<file path="src/efa_cfg.svh">
`ifndef EFA_CFG_SVH
`define EFA_CFG_SVH
// register offsets (byte addresses on the plain port)
`define EFA_ADDR_W        8
`define EFA_OFS_ALARM_EN  8'h23
`define EFA_OFS_FRM_IND   8'h24
`define EFA_OFS_ALM_IND   8'h25
`define EFA_OFS_FRM_STAT  8'h26
`define EFA_OFS_ALM_STAT  8'h27
`define EFA_RST_BYTE      8'h00
// framing status/control bit positions
`define EFA_BIT_FRAME_LOSS 6
`define EFA_BIT_SIG_LOSS   5
`define EFA_BIT_CRC_LOSS   4
`define EFA_BIT_TIMER_DIS  1
`define EFA_BIT_MFPAT_DIS  0
// timing
`define EFA_CLK_MHZ       200
`define EFA_HOLD_MS       100
`define EFA_MF_SEARCH_MS  8
`define EFA_MFPAT_ERR_MAX 3'h4
`define EFA_UNF_BITS      10'h200
`define EFA_UNF_ZERO_MAX  2'h3
`define EFA_DEB_SHORT     2'h2
`define EFA_DEB_LONG      2'h3
`define EFA_SLOT16_CNT    2'h2
`endif

</file>
<file path="src/efa_pkg.sv">
package efa_pkg;
    typedef enum logic [1:0] {
        EFA_AL_SYNC   = 2'b00,
        EFA_AL_HUNT   = 2'b01,
        EFA_AL_MFHUNT = 2'b10
    } efa_align_type;
    typedef logic [7:0] efa_byte_type;
endpackage

</file>
<file path="src/efa_persist.sv">
`timescale 1ns/100ps
`include "efa_cfg.svh"
// output follows the input once it has held its new level for HOLD_CYC cycles
module efa_persist #(
    parameter int HOLD_CYC = 20000000
) (
    input  wire logic mclk_in,
    input  wire logic arst_n_in,
    input  wire logic cond_in,
    output logic      level_out
);
    typedef struct packed {
        logic [31:0] cnt;
        logic        lvl;
    } efa_persist_state_type;
    efa_persist_state_type st_r;
    efa_persist_state_type st_nxt;

    always_comb begin
        st_nxt = st_r;
        if (cond_in == st_r.lvl) begin
            st_nxt.cnt = 32'h0;
        end else if (st_r.cnt >= 32'(HOLD_CYC - 1)) begin
            st_nxt.cnt = 32'h0;
            st_nxt.lvl = cond_in;
        end else begin
            st_nxt.cnt = st_r.cnt + 32'h1;
        end
    end

    always_ff @(posedge mclk_in or negedge arst_n_in) begin
        if (!arst_n_in) begin
            st_r <= '0;
        end else begin
            st_r <= st_nxt;
        end
    end

    assign level_out = st_r.lvl;
endmodule

</file>
<file path="src/efa_alarm.sv">
`timescale 1ns/100ps
`include "efa_cfg.svh"
// Functional notes
// - alarm change enables gate interrupt on toggle
// - far block error enable raises interrupt
// - crc mismatch enable raises interrupt
// - zero in Si of frame 13/15 sets flag
// - single crc mismatch sets flag
// - framing change flags set on either edge
// - pattern error flags latch since last read
// - flags set regardless of enables
// - framing indication read clears, drops interrupt
// - alarm indication read clears, drops interrupt
// - alarm change flags set on toggle
// - frame loss status while alignment lost
// - signalling multiframe loss status while lost
// - crc multiframe loss status while lost
// - 8 ms search timer forces reframe unless disabled
// - four bad patterns drop crc mf, frame
// - disabled: crc mf held until frame loss/excess
// - far alarm debounced 2/3 non-alignment frames
// - far mf alarm debounced 2/3 multiframes
// - unframed ones: under 3 zeros per 512
// - slot16 ones: two frames while sig lost
// - sustained loss after 100 ms, same release
// - all ones alarm 100 ms set/clear
// - debounce setting picks 2 or 3
module efa_alarm
    import efa_pkg::*;
#(
    parameter int HOLD_CYC   = `EFA_HOLD_MS * `EFA_CLK_MHZ * 1000,
    parameter int SEARCH_CYC = `EFA_MF_SEARCH_MS * `EFA_CLK_MHZ * 1000
) (
    input  wire logic                     mclk_in,
    input  wire logic                     arst_n_in,
    input  wire logic [`EFA_ADDR_W-1:0]   addr_in,
    input  wire efa_pkg::efa_byte_type    wdata_in,
    input  wire logic                     wr_in,
    input  wire logic                     rd_in,
    output efa_pkg::efa_byte_type         rdata_out,
    input  wire logic                     rx_bit_in,
    input  wire logic                     bit_stb_in,
    input  wire logic                     nfas_stb_in,
    input  wire logic                     mf0_stb_in,
    input  wire logic                     slot16_stb_in,
    input  wire efa_pkg::efa_byte_type    slot16_byte_in,
    input  wire logic                     si_stb_in,
    input  wire logic                     frame_lock_in,
    input  wire logic                     sig_mf_lock_in,
    input  wire logic                     crc_mf_found_in,
    input  wire logic                     align_move_in,
    input  wire logic                     fas_err_in,
    input  wire logic                     sig_pat_err_in,
    input  wire logic                     crc_pat_err_in,
    input  wire logic                     crc_mismatch_in,
    input  wire logic                     excess_crc_in,
    input  wire logic                     ones_cond_in,
    input  wire logic                     far_alarm_debounce_in,
    input  wire logic                     far_mf_alarm_debounce_in,
    input  wire efa_pkg::efa_byte_type    frame_irq_en_in,
    output logic                          reframe_out,
    output logic                          irq_out
);
    import efa_pkg::*;

    typedef struct packed {
        efa_byte_type  en;
        efa_byte_type  frm_ind;
        efa_byte_type  alm_ind;
        logic [1:0]    ctl;
        logic          crc_lost;
        logic          pat_oof;
        logic [2:0]    pat_cnt;
        logic [31:0]   search;
        logic          reframe;
        logic [1:0]    fa_cnt;
        logic          fa_val;
        logic          fa_stat;
        logic          fa_phase;
        logic [1:0]    fm_cnt;
        logic          fm_val;
        logic          fm_stat;
        logic [9:0]    unf_bits;
        logic [1:0]    unf_zeros;
        logic          unf_stat;
        logic [1:0]    s16_cnt;
        logic          s16_stat;
        logic [5:0]    st_d;
        logic [3:0]    frm_d;
        efa_byte_type  rdata;
    } efa_alarm_state_type;

    efa_alarm_state_type st_r;
    efa_alarm_state_type st_nxt;
    logic                red_lvl;
    logic                ais_lvl;
    logic                frame_loss_status;
    logic                sig_mf_loss_status;
    logic                crc_mf_loss_status;
    logic [5:0]          alm_stat;
    logic [3:0]          frm_src;
    logic [1:0]          deb_need;
    logic [1:0]          mdeb_need;

    efa_persist #(.HOLD_CYC(HOLD_CYC)) u_red (
        .mclk_in   (mclk_in),
        .arst_n_in (arst_n_in),
        .cond_in   (frame_loss_status),
        .level_out (red_lvl)
    );

    efa_persist #(.HOLD_CYC(HOLD_CYC)) u_ais (
        .mclk_in   (mclk_in),
        .arst_n_in (arst_n_in),
        .cond_in   (ones_cond_in & frame_loss_status),
        .level_out (ais_lvl)
    );

    // pattern-loss forces frame loss too, so loss follows both sources
    assign frame_loss_status  = ~frame_lock_in | st_r.pat_oof;
    assign sig_mf_loss_status = ~sig_mf_lock_in;
    assign crc_mf_loss_status = st_r.crc_lost;
    assign alm_stat = {st_r.fa_stat, st_r.fm_stat, st_r.unf_stat, st_r.s16_stat, red_lvl, ais_lvl};
    assign frm_src  = {frame_loss_status, sig_mf_loss_status, crc_mf_loss_status, align_move_in};
    assign deb_need  = far_alarm_debounce_in ? `EFA_DEB_LONG : `EFA_DEB_SHORT;
    assign mdeb_need = far_mf_alarm_debounce_in ? `EFA_DEB_LONG : `EFA_DEB_SHORT;

    always_comb begin
        logic rd_frm;
        logic rd_alm;
        efa_byte_type frm_set;
        efa_byte_type alm_set;
        rd_frm  = rd_in && (addr_in == `EFA_OFS_FRM_IND);
        rd_alm  = rd_in && (addr_in == `EFA_OFS_ALM_IND);
        frm_set = '0;
        alm_set = '0;
        st_nxt  = st_r;
        st_nxt.st_d  = alm_stat;
        st_nxt.frm_d = {frame_loss_status, sig_mf_loss_status, crc_mf_loss_status, 1'b0};
        st_nxt.reframe = 1'b0;

        // register writes
        if (wr_in && addr_in == `EFA_OFS_ALARM_EN) begin
            st_nxt.en = wdata_in;
        end
        if (wr_in && addr_in == `EFA_OFS_FRM_STAT) begin
            st_nxt.ctl = {wdata_in[`EFA_BIT_TIMER_DIS], wdata_in[`EFA_BIT_MFPAT_DIS]};
        end

        // crc multiframe loss and search timer
        if (!st_r.crc_lost) begin
            if (crc_pat_err_in && !st_r.ctl[0]) begin
                st_nxt.pat_cnt = st_r.pat_cnt + 3'h1;
                if (st_r.pat_cnt + 3'h1 >= `EFA_MFPAT_ERR_MAX) begin
                    st_nxt.crc_lost = 1'b1;
                    st_nxt.pat_oof  = 1'b1;
                end
            end else if (crc_mf_found_in) begin
                // a good pattern breaks the run; gaps between patterns do not
                st_nxt.pat_cnt = 3'h0;
            end
            if (!frame_lock_in || excess_crc_in) begin
                st_nxt.crc_lost = 1'b1;
            end
            st_nxt.search = 32'h0;
        end else begin
            st_nxt.pat_cnt = 3'h0;
            if (crc_mf_found_in && frame_lock_in) begin
                st_nxt.crc_lost = 1'b0;
                st_nxt.pat_oof  = 1'b0;
                st_nxt.search   = 32'h0;
            end else if (st_r.search >= 32'(SEARCH_CYC - 1)) begin
                st_nxt.search  = 32'h0;
                st_nxt.reframe = ~st_r.ctl[1];
            end else begin
                st_nxt.search = st_r.search + 32'h1;
            end
        end

        // far alarm bit, sampled each non-alignment frame, updated every two
        if (nfas_stb_in) begin
            st_nxt.fa_phase = ~st_r.fa_phase;
            if (rx_bit_in == st_r.fa_val) begin
                if (st_r.fa_cnt != 2'h3) st_nxt.fa_cnt = st_r.fa_cnt + 2'h1;
            end else begin
                st_nxt.fa_val = rx_bit_in;
                st_nxt.fa_cnt = 2'h1;
            end
            if (st_r.fa_phase && st_nxt.fa_cnt >= deb_need) begin
                st_nxt.fa_stat = st_nxt.fa_val;
            end
        end
        // far multiframe alarm bit, once per signalling multiframe
        if (mf0_stb_in) begin
            if (slot16_byte_in[2] == st_r.fm_val) begin
                if (st_r.fm_cnt != 2'h3) st_nxt.fm_cnt = st_r.fm_cnt + 2'h1;
            end else begin
                st_nxt.fm_val = slot16_byte_in[2];
                st_nxt.fm_cnt = 2'h1;
            end
            if (st_nxt.fm_cnt >= mdeb_need) begin
                st_nxt.fm_stat = st_nxt.fm_val;
            end
        end
        // unframed ones over 512-bit windows
        if (bit_stb_in) begin
            if (!rx_bit_in && st_r.unf_zeros != 2'h3) begin
                st_nxt.unf_zeros = st_r.unf_zeros + 2'h1;
            end
            if (st_r.unf_bits == `EFA_UNF_BITS - 10'h1) begin
                st_nxt.unf_bits  = 10'h0;
                st_nxt.unf_stat  = (st_nxt.unf_zeros < `EFA_UNF_ZERO_MAX);
                st_nxt.unf_zeros = 2'h0;
            end else begin
                st_nxt.unf_bits = st_r.unf_bits + 10'h1;
            end
        end
        // slot 16 all ones while out of signalling multiframe
        if (slot16_stb_in) begin
            if (slot16_byte_in == 8'hFF && sig_mf_loss_status) begin
                if (st_r.s16_cnt != `EFA_SLOT16_CNT) st_nxt.s16_cnt = st_r.s16_cnt + 2'h1;
            end else begin
                st_nxt.s16_cnt = 2'h0;
            end
            st_nxt.s16_stat = (st_nxt.s16_cnt == `EFA_SLOT16_CNT);
        end

        // indication sources, independent of enables
        frm_set[6:3] = (frm_src ^ st_r.frm_d) & 4'hE | {3'h0, align_move_in};
        frm_set[2]   = fas_err_in;
        frm_set[1]   = sig_pat_err_in;
        frm_set[0]   = crc_pat_err_in;
        alm_set[7:2] = alm_stat ^ st_r.st_d;
        alm_set[1]   = si_stb_in & ~rx_bit_in;
        alm_set[0]   = crc_mismatch_in;

        // set wins over the read clear
        st_nxt.frm_ind = (rd_frm ? 8'h00 : st_r.frm_ind) | frm_set;
        st_nxt.alm_ind = (rd_alm ? 8'h00 : st_r.alm_ind) | alm_set;

        // read data
        st_nxt.rdata = 8'h00;
        if (rd_in) begin
            case (addr_in)
                `EFA_OFS_ALARM_EN: st_nxt.rdata = st_r.en;
                `EFA_OFS_FRM_IND:  st_nxt.rdata = {1'b0, st_r.frm_ind[6:0]};
                `EFA_OFS_ALM_IND:  st_nxt.rdata = st_r.alm_ind;
                `EFA_OFS_FRM_STAT: st_nxt.rdata = {1'b0, frame_loss_status, sig_mf_loss_status,
                                                   crc_mf_loss_status, 2'b00, st_r.ctl};
                `EFA_OFS_ALM_STAT: st_nxt.rdata = {alm_stat, 2'b00};
                default:           st_nxt.rdata = 8'h00;
            endcase
        end
    end

    always_ff @(posedge mclk_in or negedge arst_n_in) begin
        if (!arst_n_in) begin
            st_r          <= '0;
            st_r.crc_lost <= 1'b1;
            // lock pins idle high, so no false change flag after reset
            st_r.frm_d    <= 4'h2;
        end else begin
            st_r <= st_nxt;
        end
    end

    assign rdata_out   = st_r.rdata;
    assign reframe_out = st_r.reframe;
    // enables gate the latched flags onto the interrupt only
    assign irq_out = |(st_r.alm_ind & st_r.en) |
                     |(st_r.frm_ind[6:0] & frame_irq_en_in[6:0]);
endmodule

</file>
<file path="config.mk">
export PLATFORM = sky130hd
export DESIGN_NAME = efa_alarm
export DESIGN_NICKNAME = d
export VERILOG_FILES = /design/src/efa_pkg.sv /design/src/efa_persist.sv /design/src/efa_alarm.sv
export VERILOG_INCLUDE_DIRS = /design/src
export SDC_FILE = /design/constraint.sdc
export NUM_CORES = 1
export LEC_CHECK = 0
export CAP_MARGIN = 15
export CORE_ASPECT_RATIO = 0.7
export CORE_MARGIN = 3
export CORE_UTILIZATION = 55
export CTS_CLUSTER_SIZE = 28
export DETAILED_ROUTE_END_ITERATION = 7
export DONT_BUFFER_PORTS = 1
export MAX_ROUTING_LAYER = met4
export PLACE_DENSITY = 0.66
export SETUP_SLACK_MARGIN = 0.05
export SYNTH_ARGS = -nofsm -noshare
export SYNTH_HDL_FRONTEND = slang
export SYNTH_SLANG_ARGS = --single-unit
</file>
<file path="constraint.sdc">
create_clock -name mclk_in -period 3.15 [get_ports mclk_in]
set_clock_uncertainty 0.1 [all_clocks]
set_input_delay 0.315 -clock mclk_in [delete_from_list [all_inputs] [get_ports mclk_in]]
set_output_delay 0.315 -clock mclk_in [all_outputs]
set_load 0.01 [all_outputs]
</file>
Word-level counts from Yosys, hierarchy flattened --
Cells that the tools add are included. Widths: inputs -> output; s select.
Operators by class: $add $sub $neg 9, reductions and logical operators 24, order comparisons 7, equal/unequal tests 17, mux-type cells 37, bitwise operators 18
Operators with widths (number):
- $mux 32 | 6
- $add 32x1->32 const B | 3
- $ge 32x25->1 const B | 2
- $eq 8x6->1 const B | 5
- $pmux 8 s5 | 1
- $mux 37 | 1
- $ge 32x21->1 const B | 1
- $mux 2 | 14
- $mux 8 | 3
- $add 10x1->10 const B | 1
- $eq 10x9->1 const B | 1
- $mux 10 | 1
- $reduce_and 2->1 | 5
- $logic_and 1x1->1 | 9
- $mux 3 | 3
- $add 2x1->2 const B | 4
- $and 8x8->8 | 1
- $eq 8x8->1 const B | 1
- $mux 1 | 8
- $ne 2x2->1 const B | 4
- $or 8x7->8 | 1
- $or 8x8->8 | 1
- $reduce_or 8->1 | 1
- $and 7x7->7 | 1
- 19 further kinds | 34
Word-level totals: input bits 54, logic and storage cells 140, bits in registers 172, output and inout bits 10

Longest topological paths before layout --
depth after elaboration 7, mapped depth 9

Cells and area by module --
A second synthesis with hierarchy kept.
Unflattened totals: cells, all modules 747, area, all modules 7951.4 um2
Modules (own cells, without submodules):
- efa_alarm | cells an instance 449, area an instance 4840.9 um2, seq. area each 2630.0 um2, instances 1
- efa_persist | cells an instance 149, area an instance 1555.2 um2, seq. area each 825.8 um2, instances 2

Worst setup path after synthesis --
No wires, ideal clock.
kind reg2reg, start register st_r[56] in the netlist's numbering, end register st_r[55] in the netlist's numbering, data required time 2.931 ns, slack 1.317 ns, stages on the path, launching flop included 7, data arrival time 1.614 ns, buffers on the path 1, period minus slack after synthesis 1.833 ns, library setup time 0.119 ns, path through dfrtp_1 > or4_1 > nor3_1 > a21oi_1 > o21bai_4 > buf_6 > nor2_1
RTL lines:
- start: declaration | RTL line efa_alarm.sv:93 | efa_alarm_state_type st_r;
- start signal: assignment | RTL line efa_alarm.sv:263 | st_r <= st_nxt;

==> results.sh <==
export IMPL_outcome="finished with violations"
export IMPL_failed_checks="negative hold slack"
export IMPL_fmax_ghz=0.455
export IMPL_synthFlopType="dfrtp_1"
export IMPL_cts_root_buf="clkbuf_16"
export IMPL_fin_util_pct=65.3
export IMPL_drc_errors=0
export IMPL_antenna_found_initial=0
export IMPL_cp_required_ns=3.34
export IMPL_power_switching_w=0.00112
export IMPL_grt_max_degree=172
export IMPL_clk_pin_slew_ns=0.07
export IMPL_end_kind="register"
export IMPL_synth_cell_types=62
export IMPL_global_route_usage_met2_pct=29.9
export IMPL_dpl_hpwl_mm=9.78
export IMPL_detail_route_vias_per_cell=5.55
export IMPL_swShare_pct=22.9
export IMPL_setup_viol=0
export IMPL_nets=824
export IMPL_core_sq_um=13500
export IMPL_arrival_ns=2.39
export IMPL_routed_wl_mm=14.6
export IMPL_final_max_slew_violation_count=0
export IMPL_startpoint="u_ais.st_r[4]"
export IMPL_drive_above_1_share_pct=9.35
export IMPL_cts_max_path_buffers=2
export IMPL_grt_usage_pct=19.9
export IMPL_num_rows=35
export IMPL_min_period_over_period_pct=69.8
export IMPL_n_antenna_cell=0
export IMPL_fillers=1061
export IMPL_grt_pass1_vias=5206
export IMPL_timing_rr_start="u_ais.st_r[4]"
export IMPL_synthCells=710
export IMPL_pre_cts_ws_ns=0.933
export IMPL_max_vdd_ir_drop_uv=394
export IMPL_p_int_w=0.00375
export IMPL_p_seq_share_pct=50.0
export IMPL_slew_headroom_pct=56.9
export IMPL_drt_iter0_markers=322
export IMPL_worst_setup_path_start_kind="register"
export IMPL_h_tree_depth=4
export IMPL_grt_overflow=0
export IMPL_synthesis_area_sq_um=7760
export IMPL_postCtsHoldBufs=24
export IMPL_worst_slack_ns=0.953
export IMPL_reg2reg_slack_ns=0.95
export IMPL_holdWs_ns=-0.512
export IMPL_gp_congestion=0.857
export IMPL_io_pins=64
export IMPL_clock_latency_ns=0.42
export IMPL_synth_simple_gate_area_share_pct=19.1
export IMPL_tightestPinTransition_ns=0.641
export IMPL_seq_area_frac_synth_pct=55.2
export IMPL_leakage_nw=3.74
export IMPL_port_buffers=0
export IMPL_post_cts_resized=0
export IMPL_multi_input_area_sq_um=3340
export IMPL_numCtsBuffers=17
export IMPL_combPwrFrac_pct=5.7
export IMPL_cp_endpoint="u_ais.st_r[17]"
export IMPL_drtPass1Iterations=4
export IMPL_setup_tns_ns=0
export IMPL_hold_viol=171
export IMPL_async_flop_share_pct=100
export IMPL_syn_avg_cell_area_sq_um=10.9
export IMPL_critPathKind="register to register"
export IMPL_top_usage_layer="met2"
export IMPL_grt_met1_usage_pct=27.4
export IMPL_grt_pass1_wl_mm=24.8
export IMPL_vias=5303
export IMPL_met3_usage_pct=4.81
export IMPL_start_util_pct=57.5
export IMPL_crit_fanout=13
export IMPL_reg2regPathDepth=6
export IMPL_synth_top_family_by_area="simple AND/OR/NAND/NOR gates"
export IMPL_holdCritPathClass="input port to asynchronous set/reset pin"
export IMPL_rsz0062_at_grt="false"
export IMPL_tritoncts="yes"
export IMPL_synth_xor_area_share_pct=8.81
export IMPL_fp_dieH_um=105
export IMPL_synth_seq_cells=171
export IMPL_seq_area_sq_um=4280
export IMPL_die_w_um=148
export IMPL_r2r_end="u_ais.st_r[17]"
export IMPL_wl_per_cell_um=15.3
export IMPL_power_w=0.00487
export IMPL_synth_compound_area_share_pct=8.37
export IMPL_period_needed_ns=2.20
export IMPL_synthToLayoutAreaGrowth_pct=13.6
export IMPL_detail_route_antenna_nets=0
export IMPL_maxCapViolCount=0
export IMPL_pwr_share_clk_pct=44.3
export IMPL_synthMuxAreaShare_pct=3.42
export IMPL_cts_sinks=171
export IMPL_fp_dieArea_sq_um=15600
export IMPL_synth_edf_count=0
export IMPL_synth_adder_area_share_pct=2.10
export IMPL_ys_warn_count=0
export IMPL_cts_setup_buffers=0
export IMPL_p_per_area_nw_per_um2=553
synthesized netlist by cell type (3+ instances only):
cell type	number	area (sq um)
a21o_1	16	120
a21oi_1	21	105
a22o_1	4	35.0
a22oi_1	11	82.6
and3_1	13	81.3
and4_1	4	35.0
and4b_1	3	30.0
buf_4	11	82.6
buf_6	3	33.8
clkbuf_1	8	30.0
dfrtp_1	169	4230
ha_1	13	163
inv_1	21	78.8
mux2_2	14	158
mux2i_1	4	40.0
mux4_2	3	67.6
nand2_1	48	180
nand2b_1	4	25.0
nand3_1	36	180
nand4_1	23	144
nor2_1	109	409
nor2b_1	3	18.8
nor3_1	10	50.1
nor4_1	10	62.6
nor4_4	3	63.8
o211ai_1	4	30.0
o21ai_0	19	95.1
or3_1	3	18.8
or4_1	5	37.5
xnor2_1	31	272
xor2_1	47	412
metrics by stage:
step / std cells / cell area (sq um)
6_report: 955 / 8810
5_1_grt: 955 / 8810
4_1_cts: 955 / 8810
3_5_place_dp: 899 / 7950
3_3_place_gp: 899 / 7950
2_1_floorplan: 734 / 7850
power groups by stage:
stage / combinational, W / sequential [W] / clock, W
5_1_grt: 0.000320 / 0.00245 / 0.00231
2_1_floorplan: 0.000216 / 0.00244 / 0
3_5_place_dp: 0.000246 / 0.00247 / 0
4_1_cts: 0.000277 / 0.00243 / 0.00221
3_3_place_gp: 0.000226 / 0.00246 / 0
6_report: 0.000275 / 0.00244 / 0.00216
critical path: stages (launching register included):
cell,delay [ns]
dfrtp_1,0.42
nand4_1,0.30
nor2_1,0.30
a211oi_2,0.10
o211ai_2,0.49
buf_4,0.29
nor2_1,0.07
cells by family (layout without fill, tap and decap cells):
logic type,Yosys count,in the layout
AND/OR/NAND/NOR,289,289
buffers and inverters,44,80
multiplexers,21,21
flip-flops,171,171
other,1,25
XOR/XNOR,78,78
AO/OA/AOI/OAI,93,93
adder cells (fa/ha/maj),13,13
final cells by class:
class	count	area share [%]
flip-flops and latches	171	48.6
clock buffers	18	4.98
multi-input cells	519	37.9
clock inverters	14	2.04
repair buffers	27	2.98
well taps	185	2.63
inverters	21	0.895
worst min-delay path by stage:
| stage | start | endpoint | slack (ns) |
|---|---|---|---|
| final | arst_n_in | u_ais.st_r[4] | -0.51 |
| after global routing | arst_n_in | u_ais.st_r[4] | -0.54 |
| after CTS | arst_n_in | u_ais.st_r[6] | -0.53 |
| after detailed placement | arst_n_in | u_ais.st_r[6] | -0.08 |
| after global placement | arst_n_in | u_ais.st_r[6] | -0.07 |
| after floorplan | arst_n_in | alm_stat[2] | -0.08 |
cell usage in the layout (no fill, tap or decap), types with 21 or more instances in the layout:
cell type | netlist | routed
dfrtp_1 | 169 | 169
xor2_1 | 47 | 47
nand2_1 | 48 | 48
nor2_1 | 109 | 109
nand3_1 | 36 | 36
a21oi_1 | 21 | 21
xnor2_1 | 31 | 31
inv_1 | 21 | 21
conb_1 | 1 | 25
dlygate4sd3_1 | 0 | 24
nand4_1 | 23 | 23
flip-flops by register name (all words and copies together) (netlist names):
name and count:
rdata_out 8, u_red.level_out 1, reframe_out 1, u_ais.level_out 1, u_ais.st_r 32, st_r 91
u_red.st_r 32, alm_stat 4, crc_mf_loss_status 1
layer usage:
metal | routed length [um] | vias to the layer above
li1 | - | 2552
met1 | 6900 | 2624
met2 | 6920 | 106
met3 | 616 | 21
met4 | 201 | 0
met5 | 0 | -
Note: power is estimated with default switching activity, not from simulation.
